**src/rtl/fsh_pkg.sv**
```systemverilog
// Constants and types shared by the status handshake block
// Overview of operation
// - Ready flag, status bit 0, is 1 while a new trigger can be taken.
// - Ready flag mirrors the internal ready level as fast as possible.
// - Trigger acknowledge, bit 2, sets once a trigger is accepted; here it sets only after trig_done_in, never after trig_fail_in.
// - Trigger acknowledge clears when the controller clears its trigger bit.
// - A trigger that is not executed leaves its acknowledge low.
// - Job-switch acknowledge, bit 3, sets on completion, success or failure.
// - Job-switch acknowledge clears as soon as its request bit clears.
// - Job-switch outcome: error code 2 on failure, current job byte.
// - Job-switch acknowledge may come late; the controller waits.
// - Run-entry acknowledge, bit 4, sets when run-entry completes.
// - Run-entry acknowledge clears as soon as its request bit clears.
// - Run-entry outcome: error code 3 on failure, operating-state flag.
// - Run-entry acknowledge only after tool gone and job reloaded, or failure.
// - Job switch starts on rising request bit using control byte 2 index.
// - Job index is binary 1-255; zero causes no job change.
package fsh_pkg;
   // ****************************************
   // Status byte 0 layout
   // ****************************************
   localparam int unsigned FSH_BIT_READY = 0;
   localparam int unsigned FSH_BIT_TRIG_ACK = 2;
   localparam int unsigned FSH_BIT_JOB_ACK = 3;
   localparam int unsigned FSH_BIT_RUN_ACK = 4;
   // Control byte 0 request bit positions
   localparam int unsigned FSH_BIT_TRIG_REQ = 2;
   localparam int unsigned FSH_BIT_JOB_REQ = 3;
   localparam int unsigned FSH_BIT_RUN_REQ = 4;
   localparam logic [7:0] FSH_STATUS_RST = 8'h00;
   // ****************************************
   // Error codes and reset values
   // ****************************************
   localparam logic [7:0] FSH_ERR_NONE = 8'h00;
   localparam logic [7:0] FSH_ERR_JOB = 8'h02;
   localparam logic [7:0] FSH_ERR_RUN = 8'h03;
   localparam logic [7:0] FSH_JOB_NONE = 8'h00;
   localparam logic [7:0] FSH_JOB_RST = 8'h01;
   // Handshake unit states
   typedef enum logic [1:0] {
      FSH_IDLE,
      FSH_BUSY,
      FSH_ACK
   } fsh_state_t;
endpackage

```
**src/rtl/fsh_hs_if.sv**
```systemverilog
// Carrier between the top and one request handshake unit
`timescale 1ns/1ns
interface fsh_hs_if;
   logic req;      // Synchronised request level
   logic start_ok; // Work may start now
   logic skip;     // Acknowledge without starting work
   logic ok;       // Work finished well, pulse
   logic fail;     // Work failed, pulse
   logic start;    // Start pulse to the application
   logic ack;      // Acknowledge level
   modport unit(input req, start_ok, skip, ok, fail, output start, ack);
   modport ctl(output req, start_ok, skip, ok, fail, input start, ack);
endinterface

```
**src/rtl/fsh_hs_unit.sv**
```systemverilog
// Set-and-hold handshake for one request bit
`timescale 1ns/1ns
module fsh_hs_unit
   import fsh_pkg::*;
#(
   parameter bit ACK_ON_FAIL = 1'b1
) (
   input wire logic mclk_in,
   input wire logic nrst_in,
   fsh_hs_if.unit hs
);
   fsh_state_t state_r, state_nxt;
   logic req_d_r, req_d_nxt;
   logic rise;

   // ****************************************
   // Edge detect and state step
   // ****************************************
   // Edge from the held level, so a request left high starts nothing more
   assign rise = hs.req & ~req_d_r;
   assign hs.start = (state_r == FSH_IDLE) & rise & hs.start_ok & ~hs.skip;
   assign hs.ack = (state_r == FSH_ACK);

   always_comb begin
      state_nxt = state_r;
      req_d_nxt = hs.req;
      case (state_r)
         FSH_IDLE: begin
            // Skipped edge is acknowledged at once with no work started
            if (rise & hs.skip) begin
               state_nxt = FSH_ACK;
            end else if (rise & hs.start_ok) begin
               state_nxt = FSH_BUSY;
            end
         end
         FSH_BUSY: begin
            // Completion may arrive any number of cycles later
            if (hs.ok) begin
               state_nxt = FSH_ACK;
            end else if (hs.fail) begin
               state_nxt = ACK_ON_FAIL ? FSH_ACK : FSH_IDLE;
            end
         end
         FSH_ACK: begin
            if (!hs.req) begin
               state_nxt = FSH_IDLE;
            end
         end
         default: state_nxt = FSH_IDLE;
      endcase
   end

   // Registers only
   always_ff @(posedge mclk_in) begin
      if (!nrst_in) begin
         state_r <= FSH_IDLE;
         req_d_r <= 1'b0;
      end else begin
         state_r <= state_nxt;
         req_d_r <= req_d_nxt;
      end
   end
endmodule

```
**src/rtl/fsh_status_top.sv**
```systemverilog
// Status flag generator answering the fieldbus control image
`timescale 1ns/1ns
module fsh_status_top
   import fsh_pkg::*;
(
   input wire logic mclk_in,
   input wire logic nrst_in,
   input wire logic [7:0] ctrl_flags_in,
   input wire logic [7:0] ctrl_job_in,
   input wire logic ready_level_in,
   input wire logic trig_done_in,
   input wire logic trig_fail_in,
   input wire logic job_done_in,
   input wire logic job_fail_in,
   input wire logic run_done_in,
   input wire logic run_fail_in,
   output logic [7:0] status_flags_out,
   output logic [7:0] err_code_out,
   output logic [7:0] cur_job_out,
   output logic op_state_out,
   output logic trig_start_out,
   output logic job_start_out,
   output logic [7:0] job_index_out,
   output logic run_start_out
);
   logic [7:0] flags_s1_r, flags_s2_r, job_s1_r, job_s2_r;
   logic rdy_s1_r, rdy_s2_r;
   logic [7:0] status_r, status_nxt;
   logic [7:0] err_r, err_nxt, cur_r, cur_nxt, idx_r, idx_nxt;
   logic op_r, op_nxt;
   logic job_busy_r, job_busy_nxt, run_busy_r, run_busy_nxt;

   fsh_hs_if trig_hs();
   fsh_hs_if job_hs();
   fsh_hs_if run_hs();

   // ****************************************
   // Input synchronisers
   // ****************************************
   // Control image and ready come from outside; second stage feeds logic
   always_ff @(posedge mclk_in) begin
      if (!nrst_in) begin
         flags_s1_r <= FSH_STATUS_RST;
         flags_s2_r <= FSH_STATUS_RST;
         job_s1_r <= FSH_JOB_NONE;
         job_s2_r <= FSH_JOB_NONE;
         rdy_s1_r <= 1'b0;
         rdy_s2_r <= 1'b0;
      end else begin
         flags_s1_r <= ctrl_flags_in;
         flags_s2_r <= flags_s1_r;
         job_s1_r <= ctrl_job_in;
         job_s2_r <= job_s1_r;
         rdy_s1_r <= ready_level_in;
         rdy_s2_r <= rdy_s1_r;
      end
   end

   // ****************************************
   // Handshake units
   // ****************************************
   // Trigger only starts while ready; an unexecuted one gets no ack
   assign trig_hs.req = flags_s2_r[FSH_BIT_TRIG_REQ];
   assign trig_hs.start_ok = rdy_s2_r;
   assign trig_hs.skip = 1'b0;
   assign trig_hs.ok = trig_done_in;
   assign trig_hs.fail = trig_fail_in;

   // Job index zero acknowledges at once with no job change
   assign job_hs.req = flags_s2_r[FSH_BIT_JOB_REQ];
   assign job_hs.start_ok = 1'b1;
   assign job_hs.skip = (job_s2_r == FSH_JOB_NONE);
   assign job_hs.ok = job_done_in;
   assign job_hs.fail = job_fail_in;

   // Done comes from the application once the job is reloaded
   assign run_hs.req = flags_s2_r[FSH_BIT_RUN_REQ];
   assign run_hs.start_ok = 1'b1;
   assign run_hs.skip = 1'b0;
   assign run_hs.ok = run_done_in;
   assign run_hs.fail = run_fail_in;

   fsh_hs_unit #(.ACK_ON_FAIL(1'b0)) u_trig (
      .mclk_in(mclk_in),
      .nrst_in(nrst_in),
      .hs(trig_hs)
   );
   fsh_hs_unit #(.ACK_ON_FAIL(1'b1)) u_job (
      .mclk_in(mclk_in),
      .nrst_in(nrst_in),
      .hs(job_hs)
   );
   fsh_hs_unit #(.ACK_ON_FAIL(1'b1)) u_run (
      .mclk_in(mclk_in),
      .nrst_in(nrst_in),
      .hs(run_hs)
   );

   // Start strobes are handshake outputs, so combinational is fine
   assign trig_start_out = trig_hs.start;
   assign job_start_out = job_hs.start;
   assign run_start_out = run_hs.start;

   // ****************************************
   // Status image next values
   // ****************************************
   always_comb begin
      status_nxt = FSH_STATUS_RST;
      status_nxt[FSH_BIT_READY] = rdy_s2_r;
      status_nxt[FSH_BIT_TRIG_ACK] = trig_hs.ack;
      status_nxt[FSH_BIT_JOB_ACK] = job_hs.ack;
      status_nxt[FSH_BIT_RUN_ACK] = run_hs.ack;
      err_nxt = err_r;
      cur_nxt = cur_r;
      op_nxt = op_r;
      idx_nxt = idx_r;
      job_busy_nxt = job_busy_r;
      run_busy_nxt = run_busy_r;
      // Index is frozen at start so a changing byte 2 cannot corrupt it
      if (job_hs.start) begin
         idx_nxt = job_s2_r;
         job_busy_nxt = 1'b1;
      end
      if (run_hs.start) begin
         run_busy_nxt = 1'b1;
      end
      // Outcome only while busy; a stray pulse in idle must not move cur_job
      if (job_busy_r & job_hs.ok) begin
         cur_nxt = idx_r;
         err_nxt = FSH_ERR_NONE;
         job_busy_nxt = 1'b0;
      end else if (job_busy_r & job_hs.fail) begin
         err_nxt = FSH_ERR_JOB;
         job_busy_nxt = 1'b0;
      end
      if (run_busy_r & run_hs.ok) begin
         op_nxt = 1'b1;
         err_nxt = FSH_ERR_NONE;
         run_busy_nxt = 1'b0;
      end else if (run_busy_r & run_hs.fail) begin
         op_nxt = 1'b0;
         err_nxt = FSH_ERR_RUN;
         run_busy_nxt = 1'b0;
      end
   end

   // Registers only; all status outputs come from flip-flops
   always_ff @(posedge mclk_in) begin
      if (!nrst_in) begin
         status_r <= FSH_STATUS_RST;
         err_r <= FSH_ERR_NONE;
         cur_r <= FSH_JOB_RST;
         op_r <= 1'b0;
         idx_r <= FSH_JOB_NONE;
         job_busy_r <= 1'b0;
         run_busy_r <= 1'b0;
      end else begin
         status_r <= status_nxt;
         err_r <= err_nxt;
         cur_r <= cur_nxt;
         op_r <= op_nxt;
         idx_r <= idx_nxt;
         job_busy_r <= job_busy_nxt;
         run_busy_r <= run_busy_nxt;
      end
   end

   assign status_flags_out = status_r;
   assign err_code_out = err_r;
   assign cur_job_out = cur_r;
   assign op_state_out = op_r;
   assign job_index_out = idx_r;
endmodule

```
**config.mk**
```make
export PLATFORM = sky130hd
export DESIGN_NAME = fsh_status_top
export DESIGN_NICKNAME = d
export VERILOG_FILES = /design/src/rtl/fsh_pkg.sv /design/src/rtl/fsh_hs_if.sv /design/src/rtl/fsh_hs_unit.sv /design/src/rtl/fsh_status_top.sv
export SDC_FILE = /design/constraint.sdc
export NUM_CORES = 1
export LEC_CHECK = 0
export BUFFER_PORTS_ARGS = -buffer_cell sky130_fd_sc_hd__buf_4
export CORE_MARGIN = 8
export CORE_UTILIZATION = 45
export DETAILED_ROUTE_END_ITERATION = 10
export GPL_TIMING_DRIVEN = 0
export PLACE_DENSITY = 0.71
export SYNTH_ARGS = -nofsm -noshare
export SYNTH_HDL_FRONTEND = slang
export SYNTH_SLANG_ARGS = --single-unit
```
**constraint.sdc**
```tcl
create_clock -name mclk_in -period 4 [get_ports mclk_in]
set_clock_uncertainty 0.2 [all_clocks]
set_input_delay 0.2 -clock mclk_in [delete_from_list [all_inputs] [get_ports mclk_in]]
set_output_delay 0.2 -clock mclk_in [all_outputs]
set_load 0.01 [all_outputs]
```
==> flow_summary.yaml, run 1 <==
outcome:
  outcome: "complete, no violations"
grt:
  top_usage_layer: "met2"
  grt_max_degree: 11
  met1_usage_pct: 12.9
  grt-ovfl-total: 0
  use_met2_pct: 21.0
  grt_use_total_pct: 12.7
  grt_pass1_wl_mm: 7.06
  grt_pass1_vias: 1507
  grtUsageMet3_pct: 6.25
  antenna_found_initial: 0
cts:
  clk_pin_slew_worst_paths_ps: 60
  clk_latency_ps: 320
  root_buffer: "clkbuf_8"
  cts_buffer_depth: 2
  h-tree-depth: 3
  cts_buffers: 9
  cts_tree: "done"
  numClockSinks: 58
  cts-resized-gates: 0
placed_design:
  place_hpwl_mm: 2.84
  gp_congestion: 0.709
  portBuffers: 45
  place_area_um2: 2460
die:
  dieArea_um2: 6900
  fp.coreArea_um2: 4350
  ios: 61
  start_util_pct: 46.5
  die_w_um: 83.1
  row_count: 24
  die_h_um: 83.1
timing:
  rsz0062_at_grt: "no"
  finalHoldViolations: 0
  finalCriticalPeriod_ps: 2330
  fmax_mhz: 429
  setup_viol: 0
  worstMarginPinSlew_ps: 500
  slew_headroom_pct: 66.6
  slew_viol_final: 0
  finalSetupTns_ps: 0
  timing.final.crit_share_pct: 58.3
min_path:
  whs_path_depth: 4
  worstHoldPathType: "in2reg"
layout:
  antenna-diode-count: 0
  ff_latch_area_um2: 1160
  fillers: 360
  drive_gt1_share_pct: 27.1
  final_area_um2: 2850
  multi_input_area_um2: 777
  area_growth_pct: 40.7
  nets: 312
route:
  viasPerCell: 4.48
  drc: 0
  first_pass_iters: 4
  wire_per_inst_um: 11.9
  vias: 1540
  drt_iter0_drc: 81
  antenna_left: 0
  wl_mm: 4.11
setup_path:
  critPathCaptureType: "output port"
  critPathLaunchType: "register"
  crit_required_ps: 3600
  cp.arrival_ps: 1930
  r2r_cells: 4
  crit_type: "reg2out"
  worstPathMaxFanout: 10
logic_synthesis:
  synth-edff-count: 0
  ys_ff_latch: 58
  synthDistinctLibCells: 33
  async_flop_share_pct: 0
  ys.flop_type: "dfxtp_1"
  seq_area_frac_synth_pct: 57.4
  synth_area_per_cell_um2: 9.88
  ys.warnings.count: 0
  syn-instance-count: 205
  syn-cell-area_um2: 2020
power_and_ir_drop:
  vdd_drop_max_mv: 0.252
  total_leakage_power_nw: 1.21
  power_density_nw_per_um2: 446
flow_run:
  maxCapViolCount: 0
sequential cells by signal (all words and copies together) (netlist names), 2 cells and up:
register,cells
u_run.state_r,2
job_s1_r,8
status_flags_out,4
job_s2_r,8
cur_job_out,8
err_code_out,2
u_job.state_r,2
u_trig.state_r,2
job_index_out,8
flags_s1_r,3
flags_s2_r,3
stage by stage:
stage	setup WS, ps	hold slack, ps	power (W)	std cells	utilization, %
finish	1670	19.6	0.00127	344	65.4
detailed placement	2010	210	0.000695	311	56.5
floorplan	2280	127	0.000663	214	-
CTS	1650	3.98	0.00129	344	65.4
global route	1530	23.5	0.00133	344	65.4
global placement	2050	208	0.000693	311	56.5
final timing paths:
kind / startpoint / endpoint / slack (ps)
worst max-delay path: u_job.state_r[0] / job_start_out / 1670
worst min-delay path: run_fail_in / u_run.state_r[0] / 20
worst max register to register: u_job.state_r[0] / job_index_out[4] / 2110
worst min register to register: flags_s1_r[4] / flags_s2_r[4] / 230
cells in the final DEF (no fill, tap or decap), types with 5 or more instances in the layout:
| cell type | netlist | layout |
|---|---|---|
| nand3_1 | 9 | 9 |
| clkbuf_1 | 7 | 7 |
| and2_1 | 29 | 29 |
| conb_1 | 1 | 10 |
| clkbuf_8 | 0 | 10 |
| o21ai_0 | 10 | 10 |
| buf_4 | 10 | 55 |
| a21oi_1 | 12 | 12 |
| dfxtp_1 | 58 | 58 |
| nand2_1 | 31 | 31 |
| nor2_1 | 5 | 5 |
| dlygate4sd3_1 | 0 | 17 |
logic make-up after synthesis:
group,Yosys count,synth area share (%)
simple gates,92,25.1
flops,58,57.4
compound gates,34,11.4
buf+inv,20,5.93
other cells,1,0.185
cell type report:
| type | instances | area share (%) |
|---|---|---|
| inverter | 2 | 0.264 |
| timing repair buffer | 62 | 17.8 |
| clock buffer | 10 | 4.83 |
| buffer | 18 | 3.95 |
| sequential | 58 | 40.8 |
| tap | 52 | 2.28 |
| multi-input combinational | 136 | 27.3 |
| clock inverter | 6 | 2.81 |
per-layer routing:
layer / up-vias / part of all wire [%]
li1: 831 / -
met3: 8 / 7.0
met2: 38 / 47
met4: 0 / 2.1
met1: 663 / 44
met5: - / 0
cells in the mapped netlist, types with 2 or more instances:
cell,number,share of area (%)
nor2_1,5,0.93
a21oi_1,12,3.0
dfxtp_1,58,57
and2_1,29,9.0
clkbuf_1,7,1.3
nor3_1,2,0.49
nand3b_1,3,1.1
o21ai_0,10,2.5
o21a_1,3,1.1
nand3_1,9,2.2
nor3b_1,3,1.1
nand2_1,31,5.7
nor4b_1,2,0.87
buf_4,10,3.7
nor4_1,2,0.62
inv_1,2,0.37
report_power, final:
part           switching (W)  internal [W]   total, W
clock               0.000214      0.000363   0.000576
combinational      0.0000403     0.0000520  0.0000923
sequential        0.00000801      0.000595   0.000603
worst max-delay path, cell delays in order (launching register included):
cell and delay (ps):
dfxtp_1 300, buf_6 130, nor4b_4 490, a21boi_2 480
buf_4 200
what timing repair did:
action | 4_1_cts | 5_1_grt
buffers inserted | 0 | 0
hold endpoints to repair | 16 | 0
hold buffers | 17 | 0
Power figures use the tool's default switching activity.
==> run 2, diff against run 1 <==
--- a/config.mk
+++ b/config.mk
@@ -5,12 +5,13 @@
 export SDC_FILE = /design/constraint.sdc
 export NUM_CORES = 1
 export LEC_CHECK = 0
+export ABC_AREA = 1
 export BUFFER_PORTS_ARGS = -buffer_cell sky130_fd_sc_hd__buf_4
 export CORE_MARGIN = 8
 export CORE_UTILIZATION = 45
 export DETAILED_ROUTE_END_ITERATION = 10
 export GPL_TIMING_DRIVEN = 0
-export PLACE_DENSITY = 0.71
+export PLACE_DENSITY = 0.74
 export SYNTH_ARGS = -nofsm -noshare
 export SYNTH_HDL_FRONTEND = slang
 export SYNTH_SLANG_ARGS = --single-unit
==> constraint.sdc (replaced) <==
create_clock -name mclk_in -period 2.1 [get_ports mclk_in]
set_clock_uncertainty 0.2 [all_clocks]
set_input_delay 0.105 -clock mclk_in [delete_from_list [all_inputs] [get_ports mclk_in]]
set_output_delay 0.105 -clock mclk_in [all_outputs]
set_load 0.01 [all_outputs]
==> flow_summary.yaml, run 2 <==
cts:
  h-tree-depth: 3
  cts_buffer_depth: 2
  cts_setup_buffers: 0
  cts_tree: "done"
  clk_latency_ps: 320
  clk_pin_slew_worst_paths_ps: 60
  root_buffer: "clkbuf_8"
  cts_buffers: 9
  numClockSinks: 58
min_path:
  min_from: "job_s1_r[1]"
  worstHoldPathType: "reg2reg"
die:
  dieArea_um2: 7150
  die_w_um: 84.6
  row_count: 25
  start_util_pct: 45.7
  fp.coreArea_um2: 4630
  ios: 61
  die_h_um: 84.6
layout:
  nets: 393
  final_common_cell: "nand2_1"
  fillers: 434
  layout_common_cells: "nand2_1 (64), dfxtp_1 (58), buf_4 (55)"
  multi_input_area_um2: 698
  ff_latch_area_um2: 1160
  area_growth_pct: 40.0
  final_core_util_pct: 63.9
  drive_gt1_share_pct: 20.9
  antenna-diode-count: 0
  final_area_um2: 2960
logic_synthesis:
  synthSimpleGateAreaFrac_pct: 26.7
  synth_compound_area_share_pct: 4.38
  synthMuxAreaShare_pct: 0
  ys.warnings.count: 0
  synth_area_leaders: "dfxtp_1 (55%), nand2_1 (11%), nor2_1 (9.2%)"
  synth-edff-count: 0
  synth_top_family_by_area: "simple AND/OR/NAND/NOR gates"
  synth_fa_ha_area_share_pct: 0
  synth-xor-area-share_pct: 0
  synthDistinctLibCells: 19
  synthTopCellsByCount: "nand2_1 (64), dfxtp_1 (58), nor2_1 (52)"
  syn-cell-area_um2: 2110
  syn-instance-count: 281
  synth_top_area_share_pct: 54.9
  synth_area_per_cell_um2: 7.53
  async_flop_share_pct: 0
  ys.flop_type: "dfxtp_1"
  synth.largest_area_cell: "dfxtp_1"
  seq_area_frac_synth_pct: 54.9
  ys_ff_latch: 58
  yosysMostFrequentCell: "nand2_1"
grt:
  grt_pass1_vias: 1717
  top_usage_layer: "met2"
  grt-ovfl-total: 0
  grt_max_degree: 11
  grtUsageMet3_pct: 4.59
  antenna_found_initial: 0
  grt_pass1_wl_mm: 7.32
  use_met2_pct: 20.1
  grt_use_total_pct: 12.6
  met1_usage_pct: 13.6
power_and_ir_drop:
  p_total_w: 0.00242
  power_frac_comb_pct: 13.1
  clkPwrFrac_pct: 37.6
  p_switching_w: 0.000585
  power_frac_seq_pct: 49.3
  power_density_nw_per_um2: 819
  vdd_drop_max_mv: 0.471
  switching_share_pct: 24.1
  p_int_w: 0.00184
  total_leakage_power_nw: 1.58
setup_path:
  critPathCaptureType: "register"
  cp-startpoint: "trig_done_in"
  cp.arrival_ps: 1710
  crit_type: "in2reg"
  regToRegStartpoint: "u_trig.state_r[1]"
  worstPathMaxFanout: 2
  crit_required_ps: 2150
  critPathLaunchType: "input pin"
route:
  first_pass_iters: 4
  vias: 1812
  antenna_left: 0
  wire_per_inst_um: 9.72
  wl_mm: 4.15
  viasPerCell: 4.24
  drt_iter0_drc: 43
  drc: 0
timing:
  slew_viol_final: 0
  fmax_mhz: 602
  timing.final.crit_share_pct: 79.1
  rsz0062_at_grt: "no"
  final.setup.worst_slack_ps: 440
  finalCriticalPeriod_ps: 1660
  finalSetupTns_ps: 0
  finalHoldViolations: 0
  setup_viol: 0
placed_design:
  place_area_um2: 2550
  preCtsSetupSlack_ps: 799
  gp_congestion: 0.748
  portBuffers: 45
  place_hpwl_mm: 2.89
flow_run:
  maxCapViolCount: 0
outcome:
  outcome: "complete, no violations"
[run 2: changes by cell type after synthesis, moves of 2 or more]
cell      previous run  this run
inv_1                2        48
nor4b_1              2         0
clkbuf_1             7         2
o21a_1               3         0
buf_2                0         3
nand2_1             31        64
nor2_1               5        52
nor3_1               2         5
nand3_1              9        14
nand3b_1             3         0
nor4_1               2         0
and2_1              29         0
a21oi_1             12         7
nor3b_1              3         0
[run 2: metal layers]
metal,vias to the layer above,part of all wire (%)
met3,11,7.1
met5,-,0
met2,56,46
met1,754,44
met4,0,2.8
li1,991,-
[run 2: cells by family after synthesis]
group | after synthesis
AO/OA/AOI/OAI | 18
buffers and inverters | 65
other | 1
flip-flops | 58
AND/OR/NAND/NOR | 139
[run 2: through the flow]
stage	hold slack [ps]	instances
after floorplan	2.63	290
after global placement	88.1	389
after detailed placement	90.6	389
after CTS	209	428
after global routing	231	427
final	208	427
[run 2: timing repair]
| action | 4_1_cts | 5_1_grt |
|---|---|---|
| resized for setup | 0 | 1 |
| hold buffers | 23 | 0 |
| hold endpoints to repair | 25 | 0 |
| setup endpoints to repair | 0 | 1 |
[run 2: critical path: stages]
cell and delay (ps):
dlygate4sd3_1 530, buf_4 140, nor2_1 90, dlygate4sd3_1 560, nand3_1 120, a21oi_2 160
[run 2: path summary, 6_finish.rpt]
| path | cells after the start | slack [ps] | end |
|---|---|---|---|
| worst max register to register | 4 | 620 | u_trig.state_r[1] |
| worst min-delay path | 2 | 210 | job_s2_r[1] |
| worst min register to register | 2 | 210 | job_s2_r[1] |
| worst max-delay path | 6 | 440 | u_trig.state_r[0] |
[run 2: power groups by stage]
stage / combinational, W / sequential (W) / clock (W)
finish: 0.000318 / 0.00120 / 0.000910
global route: 0.000365 / 0.00120 / 0.000997
CTS: 0.000317 / 0.00120 / 0.000945
detailed placement: 0.000285 / 0.00122 / 0
global placement: 0.000278 / 0.00122 / 0
floorplan: 0.000180 / 0.00122 / 0
[run 2: cell type report]
cell class	count	area share, %
timing repair buffer	67	18.9
multi-input combinational	167	23.6
clock buffer	14	5.83
clock inverter	2	0.338
sequential	58	39.2
inverter	49	6.21
buffer	16	3.68
tap	54	2.28
==> run 3, diff against run 2 <==
==> constraint.sdc (replaced) <==
create_clock -name mclk_in -period 1.5 [get_ports mclk_in]
set_clock_uncertainty 0.2 [all_clocks]
set_input_delay 0.075 -clock mclk_in [delete_from_list [all_inputs] [get_ports mclk_in]]
set_output_delay 0.075 -clock mclk_in [all_outputs]
set_load 0.01 [all_outputs]
==> flow_summary.yaml, run 3 (same netlist as run 2, synthesis figures left out) <==
placed_design:
  place_area_um2: 2550
  dp.cells: 389
  gp_congestion: 0.748
  place_hpwl_mm: 2.89
  portBuffers: 45
  preCtsSetupSlack_ps: 200
setup_path:
  critPathCaptureType: "output port"
  r2r_setup_slack_ps: 60
  cp.arrival_ps: 1190
  regToRegStartpoint: "u_trig.state_r[1]"
  critPathLaunchType: "register"
  timing.rr.end: "u_trig.state_r[1]"
  worstPathMaxFanout: 5
  crit_required_ps: 1220
  r2r_cells: 5
  crit_type: "reg2out"
power_and_ir_drop:
  switching_share_pct: 24.6
  total_leakage_power_nw: 1.63
  vdd_drop_max_mv: 0.667
  clkPwrFrac_pct: 36.8
  p_switching_w: 0.000853
  p_total_w: 0.00347
  p_int_w: 0.00262
  power_density_nw_per_um2: 1130
  power_frac_comb_pct: 14.5
  power_frac_seq_pct: 48.7
die:
  fp.coreArea_um2: 4630
  die_h_um: 84.6
  die_w_um: 84.6
  row_count: 25
  dieArea_um2: 7150
  ios: 61
  start_util_pct: 45.7
layout:
  area_growth_pct: 44.8
  nets: 400
  final_common_cell: "nand2_1"
  layout_common_cells: "nand2_1 (62), buf_4 (61), dfxtp_1 (50)"
  antenna-diode-count: 0
  final_area_um2: 3060
  fin_cells: 434
  drive_gt1_share_pct: 26.6
grt:
  grt_max_degree: 11
  antenna_found_initial: 0
  met1_usage_pct: 13.6
  grt_pass1_wl_mm: 7.34
  use_met2_pct: 20.4
  grtUsageMet3_pct: 4.59
  top_usage_layer: "met2"
  grt_pass1_vias: 1726
  grt-ovfl-total: 0
  grt_use_total_pct: 12.6
cts:
  numClockSinks: 58
  cts_buffers: 9
  cts_buffer_depth: 2
  h-tree-depth: 3
  clk_latency_ps: 320
  clk_pin_slew_worst_paths_ps: 60
  root_buffer: "clkbuf_8"
  cts_tree: "done"
timing:
  slew_viol_final: 0
  setup_viol: 0
  fmax_mhz: 681
  timing.final.crit_share_pct: 98.0
  finalHoldViolations: 0
  final.setup.worst_slack_ps: 30.7
  finalCriticalPeriod_ps: 1470
  hold_ws_ps: 21.6
  rsz0062_at_grt: "yes"
min_path:
  whs_path_depth: 4
  min_to: "cur_job_out[1]"
  worstHoldPathType: "in2reg"
  min_from: "nrst_in"
outcome:
  outcome: "complete, no violations"
route:
  viasPerCell: 4.23
  wl_mm: 4.28
  wire_per_inst_um: 9.86
  drc: 0
  drt_iter0_drc: 53
  first_pass_iters: 4
  vias: 1834
  antenna_left: 0
flow_run:
  maxCapViolCount: 0
## run 3: worst max-delay path: stages (launching register included)
cell and delay [ps]:
dfxtp_4 360, nor2_4 120, inv_2 50, nor3_2 200, buf_4 150
## run 3: worst max path at each step
stage | slack (ps) | start | end
after floorplan | 260 | u_run.state_r[0] | run_busy_r
after global placement | 230 | u_job.state_r[1] | job_index_out[6]
after detailed placement | 200 | u_job.state_r[1] | job_index_out[5]
after CTS | -30 | u_job.state_r[1] | job_start_out
after global routing | -30 | u_run.state_r[0] | run_start_out
final | 30 | u_run.state_r[0] | run_start_out
## run 3: repair_timing
item | 4_1_cts | 5_1_grt
pin swaps | 1 | 14
setup buffers | 1 | 5
endpoints found under the hold margin | 25 | 2
hold buffers | 24 | 2
resized for setup | 2 | 21
setup endpoints to repair | 2 | 9
## run 3: layer usage
layer  wire [um]  part of all wire, %
met5           0                    0
met3         257                  6.0
met2        2010                   47
met4          99                  2.3
met1        1910                   45
## run 3: layout make-up
cell class / instances / area, um2
plain buffers: 15 / 97.6
clock buffers: 14 / 173
clock inverters: 2 / 10.0
fillers: 424 / 1570
inverters: 49 / 184
multi-input cells: 167 / 731
flip-flops and latches: 58 / 1180
well taps: 54 / 67.6
repair buffers: 75 / 623
## run 3: power by group through the flow
| stage | clock network (W) | registers (W) | logic [W] |
|---|---|---|---|
| floorplan | 0 | 0.00171 | 0.000253 |
| global placement | 0 | 0.00171 | 0.000389 |
| detailed placement | 0 | 0.00171 | 0.000399 |
| CTS | 0.00132 | 0.00167 | 0.000452 |
| global route | 0.00140 | 0.00170 | 0.000579 |
| finish | 0.00128 | 0.00169 | 0.000502 |
## run 3: per-stage QoR
stage               util (%)  TNS, ps
floorplan                  -        0
global placement        55.2        0
detailed placement      55.2        0
CTS                     64.6    -37.6
global route            66.1    -33.4
finish                  66.1        0
